## src/design/umls_cfg.svh

```systemverilog
`ifndef UMLS_CFG_SVH
`define UMLS_CFG_SVH

// host-side register offsets
`define UMLS_PC_DATA_OFS   3'h0
`define UMLS_PC_IER_OFS    3'h1
`define UMLS_PC_LSR_OFS    3'h5

// processor-side addresses, low byte only
`define UMLS_MPU_DATA_ADR  8'hF0
`define UMLS_MPU_IER_ADR   8'hF1
`define UMLS_MPU_LSR_ADR   8'hF5

// line status bit positions
`define UMLS_LSR_DR        0
`define UMLS_LSR_OE        1
`define UMLS_LSR_PE        2
`define UMLS_LSR_BI        4
`define UMLS_LSR_TX_HOLDING_EMPTY_FLAG      5
`define UMLS_LSR_TRANSMITTER_EMPTY_FLAG      6
`define UMLS_LSR_RQERR     7

// interrupt enable bit positions
`define UMLS_IER_RDA       0
`define UMLS_IER_TX_HOLDING_EMPTY_FLAG      1
`define UMLS_IER_RLS       2
`define UMLS_IER_MSR       3

// reset values
`define UMLS_IER_RST       4'h0
`define UMLS_RDATA_RST     8'h00

// stop-to-interrupt least delay, in processor clock cycles
`define UMLS_TSTI_CYC      2

`endif

```

## src/design/umls_pkg.sv

```systemverilog
package umls_pkg;

   // host bus request
   typedef struct packed {
      logic       wr;
      logic       rd;
      logic [2:0] addr;
      logic [7:0] wdata;
   } umls_pc_req_s;

   // processor bus request
   typedef struct packed {
      logic       wr;
      logic       rd;
      logic [7:0] addr;
      logic [7:0] wdata;
   } umls_mpu_req_s;

   // operating options
   typedef struct packed {
      logic fifo_mode;
      logic double_buf;
      logic rx_timer_en;
      logic tx_timer_en;
   } umls_mode_s;

   // one queued received byte with its error flags
   typedef struct packed {
      logic [2:0] err;
      logic [7:0] data;
   } umls_rx_word_s;

endpackage

```

## src/design/umls_line_status.sv

```systemverilog
`timescale 1ns/100ps
`include "umls_cfg.svh"
// Contract
// - queue error summary, zero in compatibility mode
// - transmitter-empty written by processor unless double-buffered
// - holding-empty set on read or empty queue
// - host holding-empty delayed by timer, shadow not
// - processor error writes shadowed, copied on write
// - queued error flags visible at queue head
// - shadow clears on write, register on status read
// - error flags accumulate over successive host reads
// - overrun on second write or full queue
// - data-ready immediate or after receive timer
// - undelayed data-ready shadow, both clear when empty
// - interrupt enable bits 7..4 read zero
// - modem status interrupt when enabled
// - line status interrupt on bits 1..4
// - holding-empty interrupt when enabled
// - received-data interrupt on ready or timeout
// - enable register host read-write, processor read-only
// - host holding write withdraws interrupt quickly
// - holding-empty interrupt at least two cycles after stop
// - logic frozen in power-down, interrupt line dropped

// ----------------------------------------------------------------
// receive queue
// ----------------------------------------------------------------
module umls_fifo #(
   parameter int WIDTH = 11,
   parameter int DEPTH = 32
) (
   // clock and reset
   input  wire logic                       clk,
   input  wire logic                       sys_rst,
   // fill side
   input  wire logic                       in_valid,
   output logic                            in_ready,
   input  wire logic [WIDTH-1:0]           in_data,
   // drain side
   output logic                            out_valid,
   input  wire logic                       out_ready,
   output logic [WIDTH-1:0]                out_data,
   // fill level
   output logic [$clog2(DEPTH):0]          count
);
   localparam int AW = $clog2(DEPTH);
   typedef struct packed {
      logic [AW-1:0] wp;
      logic [AW-1:0] rp;
      logic [AW:0]   cnt;
   } umls_fifo_st_s;

   umls_fifo_st_s    st_q;
   umls_fifo_st_s    st_d;
   logic [WIDTH-1:0] mem [DEPTH];
   logic             do_wr;
   logic             do_rd;

   assign in_ready  = (st_q.cnt != (AW+1)'(DEPTH));
   assign out_valid = (st_q.cnt != '0);
   assign out_data  = mem[st_q.rp];
   assign count     = st_q.cnt;
   assign do_wr     = in_valid & in_ready;
   assign do_rd     = out_valid & out_ready;

   // pointer and level update
   always_comb begin
      st_d = st_q;
      if (do_wr) begin
         st_d.wp = st_q.wp + 1'b1;
      end
      if (do_rd) begin
         st_d.rp = st_q.rp + 1'b1;
      end
      case ({do_wr, do_rd})
         2'b10:   st_d.cnt = st_q.cnt + 1'b1;
         2'b01:   st_d.cnt = st_q.cnt - 1'b1;
         default: st_d.cnt = st_q.cnt;
      endcase
   end

   always_ff @(posedge clk) begin
      if (sys_rst) begin
         st_q <= '0;
      end else begin
         st_q <= st_d;
      end
   end

   // storage has no reset; only written slots are ever read
   always_ff @(posedge clk) begin
      if (do_wr) begin
         mem[st_q.wp] <= in_data;
      end
   end
endmodule

// ----------------------------------------------------------------
// line status and interrupt enable
// ----------------------------------------------------------------
module umls_line_status #(
   parameter int DEPTH = 32
) (
   // clock and reset
   input  wire logic                    clk,
   input  wire logic                    sys_rst,
   // operating options and power state
   input  wire umls_pkg::umls_mode_s    mode,
   input  wire logic                    power_down,
   // host bus
   input  wire umls_pkg::umls_pc_req_s  pc_req,
   output logic [7:0]                   pc_rdata,
   // processor bus
   input  wire umls_pkg::umls_mpu_req_s mpu_req,
   output logic [7:0]                   mpu_rdata,
   // transmit, timer and modem status
   input  wire logic                    tx_queue_empty,
   input  wire logic                    tx_shift_idle,
   input  wire logic                    tx_stop,
   input  wire logic                    tx_timer_tick,
   input  wire logic                    rx_timer_tick,
   input  wire logic                    rx_timeout,
   input  wire logic [3:0]              modem_status,
   // host interrupt and queue back-pressure
   output logic                         host_irq,
   output logic                         rx_wr_ready
);
   import umls_pkg::*;

   localparam int CW = $clog2(DEPTH) + 1;

   typedef struct packed {
      logic [3:0]    host_irq_enable;
      logic [2:0]    err_sh;
      logic [2:0]    err_lsr;
      logic          ovr;
      logic          dr;
      logic          tx_holding_empty_flag_sh;
      logic          tx_holding_empty_flag_pc;
      logic          transmitter_empty_flag;
      logic [CW-1:0] err_cnt;
      logic [1:0]    hold;
      logic          irq;
      logic [7:0]    pc_rdata;
      logic [7:0]    mpu_rdata;
   } umls_st_s;

   umls_st_s      st_q;
   umls_st_s      st_d;
   umls_rx_word_s q_in;
   umls_rx_word_s q_head;
   logic          q_full_ready;
   logic          q_valid;
   logic [CW-1:0] q_count;
   logic          act;
   logic          pc_lsr_rd;
   logic          pc_data_rd;
   logic          pc_data_wr;
   logic          pc_ier_wr;
   logic          mpu_data_wr;
   logic          mpu_data_rd;
   logic          mpu_lsr_wr;
   logic          push;
   logic          pop;
   logic          ovr_evt;
   logic          has_next;
   logic [2:0]    err_vis;
   logic [7:0]    lsr_pc;
   logic [7:0]    lsr_mpu;
   logic          hold_done;

   // every access is ignored while the processor sleeps
   assign act         = ~power_down;
   assign pc_lsr_rd   = act & pc_req.rd & (pc_req.addr == `UMLS_PC_LSR_OFS);
   assign pc_data_rd  = act & pc_req.rd & (pc_req.addr == `UMLS_PC_DATA_OFS);
   assign pc_data_wr  = act & pc_req.wr & (pc_req.addr == `UMLS_PC_DATA_OFS);
   assign pc_ier_wr   = act & pc_req.wr & (pc_req.addr == `UMLS_PC_IER_OFS);
   assign mpu_data_wr = act & mpu_req.wr & (mpu_req.addr == `UMLS_MPU_DATA_ADR);
   assign mpu_data_rd = act & mpu_req.rd & (mpu_req.addr == `UMLS_MPU_DATA_ADR);
   assign mpu_lsr_wr  = act & mpu_req.wr & (mpu_req.addr == `UMLS_MPU_LSR_ADR);

   // compatibility mode holds a single byte; the queue gives full depth
   assign rx_wr_ready = mode.fifo_mode ? q_full_ready : (q_count == '0);
   assign push        = mpu_data_wr & rx_wr_ready;
   assign ovr_evt     = mpu_data_wr & ~rx_wr_ready;  // offending byte dropped
   assign pop         = pc_data_rd & q_valid;
   assign q_in.err    = st_q.err_sh;  // shadow travels with the byte
   assign q_in.data   = mpu_req.wdata;

   umls_fifo #(
      .WIDTH ($bits(umls_rx_word_s)),
      .DEPTH (DEPTH)
   ) u_rxq (
      .clk       (clk),
      .sys_rst   (sys_rst),
      .in_valid  (push),
      .in_ready  (q_full_ready),
      .in_data   (q_in),
      .out_valid (q_valid),
      .out_ready (pop),
      .out_data  (q_head),
      .count     (q_count)
   );

   // data still present after this edge
   assign has_next = push | (q_count > CW'(1)) | ((q_count == CW'(1)) & ~pop);

   // head flags show only in queue mode, and only at the head
   assign err_vis = st_q.err_lsr |
                    ((mode.fifo_mode & q_valid) ? q_head.err : 3'b000);

   // host view uses delayed flags, processor view the shadows
   always_comb begin
      lsr_pc                               = 8'h00;
      lsr_pc[`UMLS_LSR_DR]                 = st_q.dr;
      lsr_pc[`UMLS_LSR_OE]                 = st_q.ovr;
      lsr_pc[`UMLS_LSR_BI:`UMLS_LSR_PE]    = err_vis;
      lsr_pc[`UMLS_LSR_TX_HOLDING_EMPTY_FLAG]               = st_q.tx_holding_empty_flag_pc;
      lsr_pc[`UMLS_LSR_TRANSMITTER_EMPTY_FLAG]               = st_q.transmitter_empty_flag;
      lsr_pc[`UMLS_LSR_RQERR]              = mode.fifo_mode & (st_q.err_cnt != '0);
      lsr_mpu                              = lsr_pc;
      lsr_mpu[`UMLS_LSR_DR]                = q_valid;  // undelayed
      lsr_mpu[`UMLS_LSR_TX_HOLDING_EMPTY_FLAG]              = st_q.tx_holding_empty_flag_sh;  // undelayed
   end

   assign hold_done = (st_q.hold == 2'd0);

   // next state of all flags and read data
   always_comb begin
      st_d = st_q;
      // enable register, upper nibble never stored
      if (pc_ier_wr) begin
         st_d.host_irq_enable = pc_req.wdata[3:0];
      end
      // error shadows: written by the processor, cleared by a byte write
      if (mpu_lsr_wr) begin
         st_d.err_sh = mpu_req.wdata[`UMLS_LSR_BI:`UMLS_LSR_PE];
      end else if (mpu_data_wr) begin
         st_d.err_sh = 3'b000;
      end
      // visible errors: new causes win over the clearing status read
      st_d.err_lsr = pc_lsr_rd ? 3'b000 : st_q.err_lsr;
      if (push & ~mode.fifo_mode) begin
         st_d.err_lsr = st_d.err_lsr | st_q.err_sh;
      end
      if (pop & mode.fifo_mode) begin
         st_d.err_lsr = st_d.err_lsr | q_head.err;
      end
      // count of queued bytes that carry any error
      st_d.err_cnt = st_q.err_cnt + CW'(push & (|st_q.err_sh))
                                  - CW'(pop & (|q_head.err));
      // overrun: set wins over the status-read clear
      st_d.ovr = ovr_evt | (st_q.ovr & ~pc_lsr_rd);
      // host data-ready waits for the receive timer when enabled
      st_d.dr = has_next & (st_q.dr | ~mode.rx_timer_en | rx_timer_tick);
      // holding-empty shadow
      if (pc_data_wr) begin
         st_d.tx_holding_empty_flag_sh = 1'b0;
      end else if (mode.fifo_mode ? tx_queue_empty : mpu_data_rd) begin
         st_d.tx_holding_empty_flag_sh = 1'b1;
      end
      // host copy trails the shadow by the transmit timer
      if (pc_data_wr | ~st_q.tx_holding_empty_flag_sh) begin
         st_d.tx_holding_empty_flag_pc = 1'b0;
      end else if (~mode.tx_timer_en | tx_timer_tick) begin
         st_d.tx_holding_empty_flag_pc = 1'b1;
      end
      // transmitter-empty: processor-owned unless double buffering
      if (mode.double_buf) begin
         st_d.transmitter_empty_flag = st_q.tx_holding_empty_flag_sh & tx_shift_idle;
      end else if (mpu_lsr_wr) begin
         st_d.transmitter_empty_flag = mpu_req.wdata[`UMLS_LSR_TRANSMITTER_EMPTY_FLAG];
      end
      // hold-off after a stop bit before the empty interrupt may fire
      if (tx_stop) begin
         st_d.hold = 2'(`UMLS_TSTI_CYC);
      end else if (~hold_done) begin
         st_d.hold = st_q.hold - 2'd1;
      end
      // single request line, or of every enabled cause
      st_d.irq = (st_q.host_irq_enable[`UMLS_IER_MSR] & (|modem_status))
               | (st_q.host_irq_enable[`UMLS_IER_RLS] & (|lsr_pc[`UMLS_LSR_BI:`UMLS_LSR_OE]))
               | (st_q.host_irq_enable[`UMLS_IER_TX_HOLDING_EMPTY_FLAG] & st_d.tx_holding_empty_flag_pc & hold_done & ~tx_stop)
               | (st_q.host_irq_enable[`UMLS_IER_RDA] & (st_q.dr | rx_timeout));
      // registered read data
      st_d.pc_rdata = `UMLS_RDATA_RST;
      if (act & pc_req.rd) begin
         case (pc_req.addr)
            `UMLS_PC_DATA_OFS: st_d.pc_rdata = q_valid ? q_head.data : 8'h00;
            `UMLS_PC_IER_OFS:  st_d.pc_rdata = {4'h0, st_q.host_irq_enable};
            `UMLS_PC_LSR_OFS:  st_d.pc_rdata = lsr_pc;
            default:           st_d.pc_rdata = 8'h00;
         endcase
      end
      st_d.mpu_rdata = `UMLS_RDATA_RST;
      if (act & mpu_req.rd) begin
         case (mpu_req.addr)
            `UMLS_MPU_IER_ADR: st_d.mpu_rdata = {4'h0, st_q.host_irq_enable};
            `UMLS_MPU_LSR_ADR: st_d.mpu_rdata = lsr_mpu;
            default:           st_d.mpu_rdata = 8'h00;
         endcase
      end
      // frozen while asleep; the interrupt line is dropped
      if (power_down) begin
         st_d     = st_q;
         st_d.irq = 1'b0;
      end
   end

   always_ff @(posedge clk) begin
      if (sys_rst) begin
         st_q           <= '0;
         st_q.host_irq_enable       <= `UMLS_IER_RST;
         st_q.pc_rdata  <= `UMLS_RDATA_RST;
         st_q.mpu_rdata <= `UMLS_RDATA_RST;
      end else begin
         st_q <= st_d;
      end
   end

   assign host_irq  = st_q.irq;
   assign pc_rdata  = st_q.pc_rdata;
   assign mpu_rdata = st_q.mpu_rdata;
endmodule

```

## config.mk

```make
export PLATFORM = sky130hd
export DESIGN_NAME = umls_line_status
export DESIGN_NICKNAME = d
export VERILOG_FILES = /design/src/design/umls_pkg.sv /design/src/design/umls_line_status.sv
export VERILOG_INCLUDE_DIRS = /design/src /design/src/design
export SDC_FILE = /design/constraint.sdc
export NUM_CORES = 1
export LEC_CHECK = 0
export BUFFER_PORTS_ARGS = -buffer_cell sky130_fd_sc_hd__buf_2
export CAP_MARGIN = 10
export CORE_MARGIN = 3
export CORE_UTILIZATION = 35
export DETAILED_ROUTE_END_ITERATION = 8
export GPL_ROUTABILITY_DRIVEN = 0
export GPL_TIMING_DRIVEN = 0
export HOLD_SLACK_MARGIN = 0.02
export PLACE_DENSITY_LB_ADDON = 0.05
export SLEW_MARGIN = 20
export SYNTH_ARGS = -nofsm -noshare
export SYNTH_HDL_FRONTEND = slang
export SYNTH_SLANG_ARGS = --single-unit
```

## constraint.sdc

```tcl
create_clock -name clk -period 6.75 [get_ports clk]
set_input_delay 0.675 -clock clk [delete_from_list [all_inputs] [get_ports clk]]
set_output_delay 0.675 -clock clk [all_outputs]
set_load 0.1 [all_outputs]
```

==> impl_metrics.ini <==
[status]
status = complete, no violations

[run]
cap_violations = 0

[setup_path]
crit_arrival_ps = 4940
worst_path_dominant_cell_family = compound AO/OA/AOI/OAI gates
critical_path_class = register to register
end_kind = register
worst-path-buf-inv = 3
cp_data_required_time_ps = 7180
worstPathMaxFanout = 10
slowest_stage = clkbuf_1
crit_path_max_incr_delay_ps = 620
crit_chain = buf_2, nor2b_1, clkbuf_1, a22oi_1, a21oi_1, nor4_1, o31a_1, ha_1, inv_1, ha_1, fa_1, a21oi_1, nor2_1, nor2_1, xnor2_1, mux2i_1, nor2_1
crit_path_start_kind = register
cpMostUsedCell = nor2_1

[sta]
slew_viol_final = 0
post-route-period-util_pct = 66.8
tightest_slew_ps = 1130
timing.final.hold_violations = 0
period_minus_slack_ps = 4510
max_freq_mhz = 222
rsz0062_at_grt = no
setup_violations = 0
relSlewSlack_pct = 23.6
tns_ps = 0
final.setup_skew_ps = 11.2

[clock_tree]
numCtsBuffers = 45
clk_pin_slew_worst_paths_ps = 60
cts_tree = built
cts.repair.resized = 0
clock_latency_ps = 560
root_buffer = clkbuf_16
clkSinkCount = 413
clock_path_buffers = 3
post_cts_buffers = 0
hold_buffers = 0
htreeDepth = 2

[global_routing]
gr-max-usage-layer = met2
grt_max_degree = 36
first_global_vias = 9319
antenna_found_initial = 4
grt_use_met1_pct = 24.5
met2_usage_pct = 29.7
grt_pass1_wl_um = 65500
grtUsageMet3_pct = 2.95
track_usage_pct = 18.1
grt.overflow.total = 0

[synthesis]
postSynthAreaPerCell_sq_um = 17.1
syn_inst = 977
synth-async-reset-ratio_pct = 0
synth_edf_count = 352
synthesis.area_sq_mm = 0.0167
ys.warnings.count = 0
ys_seq_elements = 413
synth_top_area_share_pct = 63.2
seq_area_frac_synth_pct = 70.5
synth_ff_type = edfxtp_1
synth_largest_area_cell = edfxtp_1
synth.distinct_cells = 54
synth.top_cells.by_area = edfxtp_1 (63%), mux4_2 (11%), dfxtp_1 (7.3%), mux2i_1 (4.0%), nor2_1 (2.0%)
syn-num-nets = 1044

[finish]
layout-drive-gt1-share_pct = 26.8
nets = 1174
diodes = 0
area_growth_pct = 17.0
final_util_pct = 41.8

[die]
die_x_um = 225
initial_core_util_pct = 35.7
die_height_um = 225
rows = 79
dieArea_sq_mm = 0.0504
core_sq_mm = 0.0469
io_pins = 66

[routing]
drt_iter0_drc = 740
drc = 0
avgRoutedWirePerCell_um = 25.9
first_pass_iters = 5
vias = 9117
ant_nets = 0
routed_via_density = 5.21
finalWirelength_um = 45300

[placement]
port_buffers = 60
hpwl_um = 31600

[power_and_ir_drop]
vdd_ir_drop_max_uv = 210
p_leak_uw = 0.00649
power.density_mw_per_mm2 = 266

[worst_hold_path]
hp-class = primary input to register
==> layout make-up <==
type / instances / area, sq um
Clock inverter: 25 / 173
Sequential cell: 413 / 11800
Fill cell: 4229 / 27300
Tap cell: 607 / 759
Clock buffer: 57 / 1210
Buffer: 65 / 377
Timing Repair Buffer: 83 / 612
Multi-Input combinational cell: 479 / 4560
Inverter: 20 / 75.1
==> state kept, by name (all words and copies together) (netlist names), named ones only <==
register,flops
u_rxq.mem,352
st_q,15
u_rxq.st_q,10
mpu_rdata,8
pc_rdata,8
u_rxq.count,6
lsr_mpu,3
q_in,3
lsr_pc,2
host_irq,1
==> cell usage in the layout (no fill, tap or decap), drive strengths merged, types with 20 or more instances in the layout <==
| cell type | netlist | final |
|---|---|---|
| mux2i | 67 | 67 |
| clkbuf | 23 | 80 |
| a21oi | 26 | 26 |
| nor2 | 87 | 87 |
| clkinv | 0 | 20 |
| buf | 42 | 125 |
| dfxtp | 61 | 61 |
| inv | 20 | 21 |
| nand2 | 32 | 32 |
| mux4 | 78 | 78 |
| edfxtp | 352 | 352 |
| a22oi | 31 | 31 |
==> report_power, final <==
| part | internal (uW) | leakage, uW | total, uW | switching [uW] |
|---|---|---|---|---|
| sequential | 2760 | 0.00390 | 2770 | 4.55 |
| combinational | 33.2 | 0.00192 | 105 | 72.2 |
| clock | 1350 | 0.000674 | 2330 | 984 |
==> stage by stage <==
step | cells | area [sq um] | total power [uW] | hold slack [ps] | worst slack, ps
after floorplan | 977 | 16700 | 2870 | 426 | 3290
after global placement | 1644 | 17800 | 2930 | 449 | 2110
after detailed placement | 1667 | 18200 | 2930 | 450 | 2220
after CTS | 1749 | 19600 | 5280 | 319 | 2190
after global routing | 1749 | 19600 | 5380 | 345 | 2070
final | 1749 | 19600 | 5200 | 352 | 2240
==> per-layer routing <==
metal / share of wire (%) / vias up
met2: 48 / 230
met3: 4.6 / 75
met5: 0.029 / -
met4: 3.2 / 2
li1: - / 4107
met1: 44 / 4703
==> synthesized netlist by cell type (5+ instances only) <==
cell,count
nand2b_1,5
mux4_2,78
nor3_1,7
nand2_1,32
mux2i_1,67
xor2_1,11
a31oi_1,6
buf_1,6
buf_4,17
a21oi_1,26
o221ai_1,5
nand3_1,9
o21ai_0,19
nor2_1,87
a22oi_1,31
ha_1,18
inv_1,20
dfxtp_1,61
edfxtp_1,352
mux2_2,6
a211oi_1,6
nor2b_1,7
nand4_1,7
clkbuf_1,23
buf_2,12
xnor2_1,6
buf_6,7
==> worst register-to-register path, cell delays in order (launching register included) <==
cell and delay (ps):
dfxtp_1 300, buf_2 380, nor2b_1 380, clkbuf_1 620, a22oi_1 200, a21oi_1 370, nor4_1 180, o31a_1 360
ha_1 280, inv_1 40, ha_1 210, fa_1 440, a21oi_1 180, nor2_1 60, nor2_1 120, xnor2_1 80
mux2i_1 130, nor2_1 50
==> cells by family (layout without fill, tap and decap cells) <==
logic type | Yosys count | count (layout) | share of synthesized area [%]
compound gates | 113 | 113 | 4.47
simple gates | 179 | 179 | 5.03
flops | 413 | 413 | 70.5
buf+inv | 85 | 250 | 2.69
fa+ha+maj | 19 | 19 | 1.47
mux | 151 | 151 | 14.9
xor+xnor | 17 | 17 | 0.891
==> worst paths after layout <==
kind                              from                        end  slack (ps)  depth (start not counted)
max reg2reg                   register      st_q[23]$_SDFFE_PP0N_        2240                         17
max                           register      st_q[23]$_SDFFE_PP0N_        2240                         17
min reg2reg  mpu_rdata[7]$_SDFFE_PP0N_  mpu_rdata[7]$_SDFFE_PP0N_         460                          2
min                          pc_req[3]      st_q[39]$_SDFFE_PP0P_         350                          3
No activity file was read; power rests on OpenSTA's default activity.
